### src/inc/console_cfg.svh
//------------------------------------------------------------------
// console port constants
//------------------------------------------------------------------
// field widths and reset values for the operator console port.
// assumes inclusion from console_pkg, the design files and the bench, guarded once per compile.
//
// Contract
// RULE1: load lamp lit while loading runs
// RULE2: 36 data lamps show display operand
// RULE3: 27 lamps show instruction counter
// RULE4: manual lamp follows stopped state
// RULE5: wait lamp follows wait state
// RULE6: two state bits decode one-hot
// RULE7: logic check lamp on any check
// RULE8: power check on heat, volts, off
// RULE9: battery lamp while on battery
// RULE10: invalid storage lamp on bad address
// RULE11: act on commands only when selected
// RULE12: stop and start pulses when selected
// RULE13: address keys feed manual operations
// RULE14: data keys feed manual store
// RULE15: storage select marks storage address
// RULE16: display, store, set counter operations
// RULE17: interrupt pulse sets external interruption
// RULE18: address compare from two lines
// RULE19: rate line picks normal or step
// RULE20: load line starts initial program load
// RULE21: activate copies control lines to authority
// RULE22: all-stop stops regardless of select
// RULE23: synchronise inputs, take each once
`ifndef CONSOLE_CFG_SVH
`define CONSOLE_CFG_SVH

`define DATA_W 36
`define ADDR_W 27
`define CHAN_W 5
`define UNIT_W 9
`define ELEM_W 5
`define AUTH_W 3
`define STATE_N 4
`define AUTH_RST 3'h0
`define STATE_RST 4'h0

`endif

### src/inc/console_pkg.sv
//------------------------------------------------------------------
// console port types
//------------------------------------------------------------------
// packed carriers for console pins, processor status and requests.
// assumes console_cfg.svh is on the include path.
package console_pkg;
`include "console_cfg.svh"

    // command lines, each taken on its rising edge
    typedef struct packed {
        logic stop;
        logic start;
        logic display;
        logic store;
        logic set_ic;
        logic interrupt;
        logic [1:0] addr_cmp;
        logic load;
        logic activate;
        logic all_stop;
    } console_cmd_s;

    // everything the console drives toward the processor
    typedef struct packed {
        logic select;
        logic rate;
        logic storage_select;
        logic [`ADDR_W-1:0] addr_keys;
        logic [`DATA_W-1:0] data_keys;
        logic [`CHAN_W-1:0] chan;
        logic [`UNIT_W-1:0] unit;
        logic [`ELEM_W-1:0] elem;
        logic [`AUTH_W-1:0] control;
        console_cmd_s cmd;
    } console_in_s;

    typedef enum logic [1:0] {MOP_DISPLAY, MOP_STORE, MOP_SET_IC} manual_op_e;

    typedef struct packed {
        manual_op_e op;
        logic storage_space;
        logic [`ADDR_W-1:0] addr;
        logic [`DATA_W-1:0] data;
    } manual_req_s;

    typedef struct packed {
        logic [`CHAN_W-1:0] chan;
        logic [`UNIT_W-1:0] unit;
        logic [`ELEM_W-1:0] elem;
    } ipl_sel_s;

    typedef struct packed {
        logic stopped;
        logic waiting;
        logic ipl_busy;
        logic temp_warn;
        logic volt_loss;
        logic normal_off;
        logic on_battery;
    } proc_status_s;

endpackage

### src/hw/console_port.sv
//------------------------------------------------------------------
// operator console port of the computing element
//------------------------------------------------------------------
// drives the console lamps from processor state and turns console
// switches and keys into requests toward the processor; commands other than activate as one-cycle pulses.
// assumes processor side signals are on clk_sys; console pins are
// asynchronous and quasi-static.
`timescale 1ns/1ps
`include "console_cfg.svh"
module console_port #(
    parameter int CHK_N = 4
) (
    input wire logic clk_sys,
    input wire logic arst_n,
    // processor side
    input wire console_pkg::proc_status_s proc_status,
    input wire logic [`DATA_W-1:0] display_operand,
    input wire logic [`ADDR_W-1:0] instruction_counter,
    input wire logic state_bit_high,
    input wire logic state_bit_low,
    input wire logic [CHK_N-1:0] logic_check_conds,
    input wire logic [`ADDR_W-1:0] storage_limit,
    // console pins
    input wire console_pkg::console_in_s console_in,
    // lamps toward the console
    output logic load_ind,
    output logic [`DATA_W-1:0] data_ind,
    output logic [`ADDR_W-1:0] ic_ind,
    output logic manual_ind,
    output logic wait_ind,
    output logic [`STATE_N-1:0] state_lines,
    output logic logic_check,
    output logic power_check,
    output logic battery,
    output logic invalid_storage,
    // requests toward the processor
    output logic stop_req,
    output logic start_req,
    output logic step_mode,
    output logic manual_strobe,
    output console_pkg::manual_req_s manual_req,
    output logic ext_int_set,
    output logic addr_cmp_req,
    output logic addr_cmp_process,
    output logic ipl_start,
    output console_pkg::ipl_sel_s ipl_sel,
    output logic [`AUTH_W-1:0] configuration_authority_bits
);
    import console_pkg::*;

    //------------------------------------------------------------------
    // synchronised console pins
    //------------------------------------------------------------------
    console_in_s cin;
    console_cmd_s prev_cmd_ff;
    console_cmd_s rise;
    logic take;

    console_sync #(
        .W($bits(console_in_s))
    ) u_sync (
        .clk_sys(clk_sys),
        .arst_n(arst_n),
        .pin(console_in),
        .level(cin)
    );

    // edges of settled command lines; a held switch fires once
    assign rise = cin.cmd & ~prev_cmd_ff; // RULE23
    // select gates every command except all-stop
    assign take = cin.select; // RULE11

    //------------------------------------------------------------------
    // indicator lamps
    //------------------------------------------------------------------
    logic load_ff, manual_ff, wait_ff, lchk_ff, pchk_ff, batt_ff, inv_ff;
    logic nxt_load, nxt_manual, nxt_wait, nxt_lchk, nxt_pchk, nxt_batt, nxt_inv;
    logic [`DATA_W-1:0] data_ff, nxt_data;
    logic [`ADDR_W-1:0] ic_ff, nxt_ic;

    // lamps follow processor state with one register of delay
    always_comb begin
        nxt_load = proc_status.ipl_busy; // RULE1
        nxt_data = display_operand; // RULE2
        nxt_ic = instruction_counter; // RULE3
        nxt_manual = proc_status.stopped; // RULE4
        nxt_wait = proc_status.waiting; // RULE5
        nxt_lchk = |logic_check_conds; // RULE7
        // warning comes before thermal shutdown, so software still has time
        nxt_pchk = proc_status.temp_warn | proc_status.volt_loss
            | proc_status.normal_off; // RULE8
        nxt_batt = proc_status.on_battery; // RULE9
        // keyed address beyond installed storage is flagged without a command key, one register after the synchroniser
        nxt_inv = cin.addr_keys >= storage_limit; // RULE10
    end

    always_ff @(posedge clk_sys or negedge arst_n) begin
        if (!arst_n) begin
            load_ff <= 1'b0;
            data_ff <= '0;
            ic_ff <= '0;
            manual_ff <= 1'b0;
            wait_ff <= 1'b0;
            lchk_ff <= 1'b0;
            pchk_ff <= 1'b0;
            batt_ff <= 1'b0;
            inv_ff <= 1'b0;
        end else begin
            load_ff <= nxt_load;
            data_ff <= nxt_data;
            ic_ff <= nxt_ic;
            manual_ff <= nxt_manual;
            wait_ff <= nxt_wait;
            lchk_ff <= nxt_lchk;
            pchk_ff <= nxt_pchk;
            batt_ff <= nxt_batt;
            inv_ff <= nxt_inv;
        end
    end

    console_state_decode u_state (
        .clk_sys(clk_sys),
        .arst_n(arst_n),
        .state_bit_high(state_bit_high),
        .state_bit_low(state_bit_low),
        .state_lines(state_lines)
    );

    assign load_ind = load_ff;
    assign data_ind = data_ff;
    assign ic_ind = ic_ff;
    assign manual_ind = manual_ff;
    assign wait_ind = wait_ff;
    assign logic_check = lchk_ff;
    assign power_check = pchk_ff;
    assign battery = batt_ff;
    assign invalid_storage = inv_ff;

    //------------------------------------------------------------------
    // console commands
    //------------------------------------------------------------------
    logic stop_ff, start_ff, step_ff, mstb_ff, int_ff, cmp_ff, cmpp_ff, ipl_ff;
    logic nxt_stop, nxt_start, nxt_step, nxt_mstb, nxt_int, nxt_cmp, nxt_cmpp, nxt_ipl;
    manual_req_s mreq_ff, nxt_mreq;
    ipl_sel_s isel_ff, nxt_isel;
    logic [`AUTH_W-1:0] auth_ff, nxt_auth;

    // one pulse per console action; if two operation keys rise in the
    // same cycle, display wins over store, store over set counter
    always_comb begin
        nxt_stop = rise.all_stop | (take & rise.stop); // RULE22 RULE12
        nxt_start = take & rise.start; // RULE12
        nxt_step = take ? cin.rate : step_ff; // RULE19
        nxt_mstb = take & (rise.display | rise.store | rise.set_ic); // RULE16
        nxt_mreq = mreq_ff;
        if (nxt_mstb) begin
            if (rise.display) begin
                nxt_mreq.op = MOP_DISPLAY;
            end else if (rise.store) begin
                nxt_mreq.op = MOP_STORE;
            end else begin
                nxt_mreq.op = MOP_SET_IC;
            end
            nxt_mreq.addr = cin.addr_keys; // RULE13
            nxt_mreq.data = cin.data_keys; // RULE14
            nxt_mreq.storage_space = cin.storage_select; // RULE15
        end
        nxt_int = take & rise.interrupt; // RULE17
        // either line starts a compare; line 1 is the process position
        nxt_cmp = take & (|rise.addr_cmp); // RULE18
        nxt_cmpp = nxt_cmp ? rise.addr_cmp[1] : cmpp_ff;
        nxt_ipl = take & rise.load; // RULE20
        nxt_isel = nxt_ipl
            ? ipl_sel_s'{chan: cin.chan, unit: cin.unit, elem: cin.elem} : isel_ff;
        nxt_auth = (take & rise.activate) ? cin.control : auth_ff; // RULE21
    end

    always_ff @(posedge clk_sys or negedge arst_n) begin
        if (!arst_n) begin
            prev_cmd_ff <= '0;
            stop_ff <= 1'b0;
            start_ff <= 1'b0;
            step_ff <= 1'b0;
            mstb_ff <= 1'b0;
            mreq_ff <= '0;
            int_ff <= 1'b0;
            cmp_ff <= 1'b0;
            cmpp_ff <= 1'b0;
            ipl_ff <= 1'b0;
            isel_ff <= '0;
            auth_ff <= `AUTH_RST;
        end else begin
            prev_cmd_ff <= cin.cmd;
            stop_ff <= nxt_stop;
            start_ff <= nxt_start;
            step_ff <= nxt_step;
            mstb_ff <= nxt_mstb;
            mreq_ff <= nxt_mreq;
            int_ff <= nxt_int;
            cmp_ff <= nxt_cmp;
            cmpp_ff <= nxt_cmpp;
            ipl_ff <= nxt_ipl;
            isel_ff <= nxt_isel;
            auth_ff <= nxt_auth;
        end
    end

    assign stop_req = stop_ff;
    assign start_req = start_ff;
    assign step_mode = step_ff;
    assign manual_strobe = mstb_ff;
    assign manual_req = mreq_ff;
    assign ext_int_set = int_ff;
    assign addr_cmp_req = cmp_ff;
    assign addr_cmp_process = cmpp_ff;
    assign ipl_start = ipl_ff;
    assign ipl_sel = isel_ff;
    assign configuration_authority_bits = auth_ff;
endmodule

### src/hw/console_sync.sv
//------------------------------------------------------------------
// three-stage pin synchroniser
//------------------------------------------------------------------
// brings console pins into clk_sys; a bit changes once stages two
// and three agree. assumes pins are quasi-static switches and keys.
`timescale 1ns/1ps
module console_sync #(
    parameter int W = 8
) (
    input wire logic clk_sys,
    input wire logic arst_n,
    input wire logic [W-1:0] pin,
    output logic [W-1:0] level
);
    import console_pkg::*;

    logic [W-1:0] s1_ff, s2_ff, s3_ff, out_ff;
    logic [W-1:0] nxt_out;

    // hold the old value on disagreement, so a glitch through
    // stage two alone never reaches the edge detectors
    always_comb begin
        nxt_out = (s3_ff & ~(s2_ff ^ s3_ff)) | (out_ff & (s2_ff ^ s3_ff)); // RULE23
    end

    // stage one is read only by stage two
    always_ff @(posedge clk_sys or negedge arst_n) begin
        if (!arst_n) begin
            s1_ff <= '0;
            s2_ff <= '0;
            s3_ff <= '0;
            out_ff <= '0;
        end else begin
            s1_ff <= pin;
            s2_ff <= s1_ff;
            s3_ff <= s2_ff;
            out_ff <= nxt_out;
        end
    end

    assign level = out_ff;
endmodule

### src/hw/console_state_decode.sv
//------------------------------------------------------------------
// configuration state decoder
//------------------------------------------------------------------
// turns the two configuration state bits into four lamp lines.
// assumes the state bits come from logic on clk_sys.
`timescale 1ns/1ps
`include "console_cfg.svh"
module console_state_decode (
    input wire logic clk_sys,
    input wire logic arst_n,
    input wire logic state_bit_high,
    input wire logic state_bit_low,
    output logic [`STATE_N-1:0] state_lines
);
    import console_pkg::*;

    logic [`STATE_N-1:0] lines_ff, nxt_lines;

    // index 3: both one, 2: high only, 1: low only, 0: both zero
    always_comb begin
        nxt_lines = '0;
        nxt_lines[{state_bit_high, state_bit_low}] = 1'b1; // RULE6
    end

    always_ff @(posedge clk_sys or negedge arst_n) begin
        if (!arst_n) begin
            lines_ff <= `STATE_RST;
        end else begin
            lines_ff <= nxt_lines;
        end
    end

    assign state_lines = lines_ff;
endmodule

### config.mk
export PLATFORM = sky130hd
export DESIGN_NAME = console_port
export DESIGN_NICKNAME = d
export VERILOG_FILES = /design/src/inc/console_pkg.sv /design/src/hw/console_port.sv /design/src/hw/console_sync.sv /design/src/hw/console_state_decode.sv
export VERILOG_INCLUDE_DIRS = /design/src /design/src/inc
export SDC_FILE = /design/constraint.sdc
export NUM_CORES = 1
export LEC_CHECK = 0
export BUFFER_PORTS_ARGS = -buffer_cell sky130_fd_sc_hd__buf_2
export CORE_MARGIN = 4
export CORE_UTILIZATION = 50
export DETAILED_ROUTE_END_ITERATION = 6
export PLACE_DENSITY_LB_ADDON = 0.05
export SLEW_MARGIN = 40
export SYNTH_ARGS = -nofsm -noshare
export SYNTH_HDL_FRONTEND = slang
export SYNTH_SLANG_ARGS = --single-unit
### constraint.sdc
create_clock -name clk_sys -period 1.69 [get_ports clk_sys]
set_input_delay 0.169 -clock clk_sys [delete_from_list [all_inputs] [get_ports clk_sys]]
set_output_delay 0.169 -clock clk_sys [all_outputs]
set_load 0.01 [all_outputs]
Yosys cells after proc, flatten, opt, wreduce, memory -nomap -nowiden
Index checks and enable logic that the tools add are counted.
{ "op_classes": {"n_mux": 4, "order_cmp": 3, "bitwise_logic": 19, "n_reduce_logical": 3} }
{ "op_table": {"columns": ["op", "count"], "rows": [
  ["AND 99 bit", 2],
  ["NOT 99 bit", 1],
  ["bitwise OR 99 bit", 1],
  ["bitwise XOR 99 bit", 1],
  ["greater-or-equal comparator 27 bit", 1],
  ["AND 11 bit", 1],
  ["NOT 11 bit", 1],
  ["AND 1 bit", 7],
  ["bitwise OR 1 bit", 5],
  ["2-to-1 mux 2 bit", 2],
  ["OR reduction 4 bit", 1],
  ["< comparator 2 x 3 -> 1 bit, second input constant", 1],
  ["demux 1 bit (select 2 bit)", 1],
  ["greater-or-equal comparator 2 x 1 -> 1 bit, second input constant", 1],
  ["OR reduction 2 bit", 1],
  ["logical AND 1 bit", 1],
  ["2-to-1 mux 1 bit", 1]
]} }
{ "word_totals": {"elab_cells": 69, "ff_bits": 577, "output_inout_bits": 170, "inputBits": 204} }

Longest topological paths before layout
{ "logic_depth": {"ltp_word": 5, "mapped_depth": 7, "mapped_depth_nobuf": 7} }

Hierarchy
From an unflattened synthesis, not the netlist that was laid out.
{ "hier_totals": {"cells_unflattened": 938, "area_unflattened_um2": 17564.3} }
{ "by_module_without_submodules": {"columns": ["mod", "cells_per_inst", "seq_area_each_um2", "n_inst", "area_each_um2"], "rows": [
  ["console_sync", 495, 9909.5, 1, 11024.3],
  ["console_port", 435, 4429.2, 1, 6413.7],
  ["console_state_decode", 8, 100.1, 1, 126.4]
]} }

Worst setup path before layout
Ideal clock, no wire load.
{ "synth_timing": {"path_kind": "reg2reg", "start": "register with a tool-made name", "end": "register mreq_ff, in the netlist manual_req[34]", "slack_ps": 155, "n_path_buf": 2, "setup_time_ps": 125, "required_time_ps": 1565, "path_stages_with_launch": 7, "arrival_time_ps": 1410, "synth_period_minus_slack_ps": 1535, "cell_sequence": "dfrtp_1 and2b_1 o21ai_2 o21a_4 buf_12 buf_12 mux2_4"} }
{ "synth_lines": {"columns": ["item", "line", "text"], "rows": [
  ["end signal: assignment", "console_port.sv:198", "mreq_ff <= nxt_mreq;"],
  ["end: declaration", "console_port.sv:144", "manual_req_s mreq_ff, nxt_mreq;"]
]} }

==> results.py <==
metrics = {
    "setup_path": {
        "endpoint_kind": "flip-flop",
        "critPathBufInv": 1,
        "crit_path_max_incr_delay_ns": 0.39,
        "r2r_slack_ns": 0.04,
        "path_cells": "and2b_1, o21ai_2, o21a_4, buf_12, mux2_2",
        "cp_max_fo": 24,
        "slowest_stage": "dfrtp_1",
        "cp.required_ns": 2.14,
        "crit_family": "flip-flops",
        "cp-start-kind": "flip-flop",
        "path_class": "reg -> reg",
        "arrival_ns": 2.10,
    },
    "synthesis": {
        "avgSynthCellArea_um2": 18.7,
        "synthCells": 937,
        "synth_ff_type": "dfrtp_1",
        "ys_types": 39,
        "yosys_warnings": 0,
        "seq_area_frac_synth_pct": 82.6,
        "syn_area_um2": 17500,
        "async_flop_share_pct": 100,
        "synth_fp_nets": 1168,
        "ys_seq_elements": 577,
        "synth-edff-count": 0,
    },
    "timing": {
        "fin_crit_sh_pct": 97.5,
        "maxSlewViolCount": 0,
        "holdWs_ns": 0.102,
        "rsz0062_at_grt": "yes",
        "setup_viol": 0,
        "setup_ws_ns": 0.0417,
        "skew_ns": 0.0130,
        "period_minus_slack_ns": 1.65,
        "tightest_slew_ns": 0.403,
        "relSlewSlack_pct": 73.1,
        "max_freq_mhz": 607,
        "hold_viol": 0,
    },
    "pwr": {
        "p_switching_mw": 7.42,
        "p_clk_share_pct": 38.3,
        "power_density_nw_per_um2": 1360,
        "pwr-share-seq_pct": 49.6,
        "swShare_pct": 23.0,
        "p_int_mw": 24.9,
        "leakage_nw": 11.4,
        "ir_drop_mv": 1.01,
        "power_mw": 32.3,
        "comb_power_share_pct": 12.1,
    },
    "route": {
        "first_iter_violations": 248,
        "drt-total-wl_um": 34300,
        "drc": 0,
        "vias_per_cell": 4.58,
        "drt_pass1_iterations": 4,
        "routedWlPerCell_um": 16.7,
        "ant_nets": 0,
        "vias": 9425,
    },
    "floorplan": {
        "initial_utilization_pct": 50.6,
        "die_h_um": 195,
        "ios": 374,
        "core_um2": 34500,
        "fp-row-count": 68,
        "die_area_um2": 38000,
        "die_w_um": 195,
    },
    "layout": {
        "design_area_um2": 23800,
        "syn2layout_area_growth_pct": 36.4,
        "layout_common_cells": "577 x dfrtp_1, 372 x buf_2, 174 x dlygate4sd3_1",
        "drive_gt1_share_pct": 35.1,
        "final_common_cell": "dfrtp_1",
        "layout.nets": 1790,
    },
    "clocking": {
        "post-cts-setup-buffers": 0,
        "cts_buffer_depth": 3,
        "root_buffer": "clkbuf_16",
        "clock_sink_count": 577,
        "clk_latency_ns": 0.57,
        "cts_made_buffers": 55,
        "htree_num_levels": 2,
        "cts_tree": "yes",
        "path_clk_slew_ns": 0.06,
    },
    "grt": {
        "overflow": 0,
        "grt.total_usage_pct": 18.6,
        "grt_pass1_wl_um": 56300,
        "grt_max_degree": 78,
        "grt_pass1_vias": 10445,
        "antenna_found_initial": 3,
    },
    "placement": {
        "dpl_cell_area_um2": 20200,
        "portBuffers": 373,
        "dp_hpwl_um": 22400,
        "gp_congestion": 0.793,
        "dp_slack_ns": 0.0408,
    },
    "run": {
        "max-cap-violations": 0,
    },
    "outcome": {
        "status": "finished, final reports clean",
    },
    "worst_hold_path": {
        "hold_class": "in -> async",
    },
}
==> layer usage <==
metal / share of wire, % / routed length, um / up-vias / GRT usage [%]
li1: - / - / 4364 / -
met1: 42 / 14400 / 4749 / 24.7
met2: 48 / 16500 / 248 / 29.7
met3: 7.3 / 2500 / 64 / 5.92
met4: 2.7 / 910 / 0 / 5.82
met5: 0 / 0 / - / 0
==> per-stage QoR <==
| stage | setup TNS, ns | cells | util, % |
|---|---|---|---|
| finish | 0 | 2058 | 69.0 |
| global route | -0.664 | 2058 | 69.0 |
| CTS | 0 | 2055 | 68.9 |
| detailed placement | 0 | 1783 | 58.4 |
| global placement | 0 | 1783 | 58.4 |
| floorplan | 0 | 937 | - |
==> power by group through the flow <==
stage | logic, mW | clock network (mW) | registers, mW
detailed placement | 3.65 | 0 | 16.3
floorplan | 1.39 | 0 | 16.5
global route | 4.31 | 13.4 | 16.2
finish | 3.90 | 12.4 | 16.0
CTS | 3.99 | 12.8 | 16.1
global placement | 3.58 | 0 | 16.2
==> timing repair <==
item / in CTS / in global routing
gates resized for setup: 0 / 3
endpoints found under the setup margin: 0 / 44
endpoints found under the hold margin: 658 / 0
hold buffers: 174 / 0
==> synthesized netlist by cell type, types with 2 or more instances <==
library cell	instances	area, um^2
nor2_1	2	7.51
buf_4	3	22.5
ha_1	27	338
nand3_1	5	25.0
o21a_1	2	15.0
and2b_1	2	15.0
o21ai_0	7	35.0
a21oi_1	11	55.1
nand3b_1	2	15.0
clkbuf_1	2	7.51
mux2_2	41	462
nor3b_1	2	15.0
nor2b_1	2	12.5
nand2_1	63	236
dfrtp_1	577	14400
nand2b_1	3	18.8
nand4_1	4	25.0
maj3_1	99	991
buf_12	3	60.1
a211oi_1	2	15.0
mux2_4	26	390
a21o_1	5	37.5
inv_1	31	116
==> worst paths after layout <==
path,end,cells past startpoint
worst min-delay path,u_sync.s1_ff[81]$_DFF_PN0_,2
worst max-delay path,manual_req[20]$_DFFE_PN0P_,5
max in group asynchronous,u_sync.s2_ff[32]$_DFF_PN0_,3
worst min register to register,u_sync.s2_ff[10]$_DFF_PN0_,0
min in group clk_sys,invalid_storage$_DFF_PN0_,6
worst max register to register,manual_req[20]$_DFFE_PN0P_,5
==> worst reg2reg max path, cell delays in order, from the launching register on <==
cell     delay (ns)
dfrtp_1        0.39
and2b_1        0.18
o21ai_2        0.15
o21a_4         0.20
buf_12         0.21
mux2_2         0.40
==> cells by family after synthesis <==
| family | Yosys count | share of synthesized area, % |
|---|---|---|
| compound gates | 32 | 1.16 |
| fa+ha+maj | 126 | 7.60 |
| buf+inv | 43 | 1.38 |
| flops | 577 | 82.6 |
| mux | 67 | 4.87 |
| simple gates | 92 | 2.38 |
==> area by class of cell <==
cell class / count / area (um^2)
Clock buffer: 88 / 1730
Multi-Input combinational cell: 317 / 2820
Timing Repair Buffer: 577 / 4010
Fill cell: 2332 / 10700
Antenna cell: 3 / 7.51
Tap cell: 455 / 569
Clock inverter: 10 / 153
Sequential cell: 577 / 14400
Inverter: 31 / 120
Power figures use the tool's default switching activity.
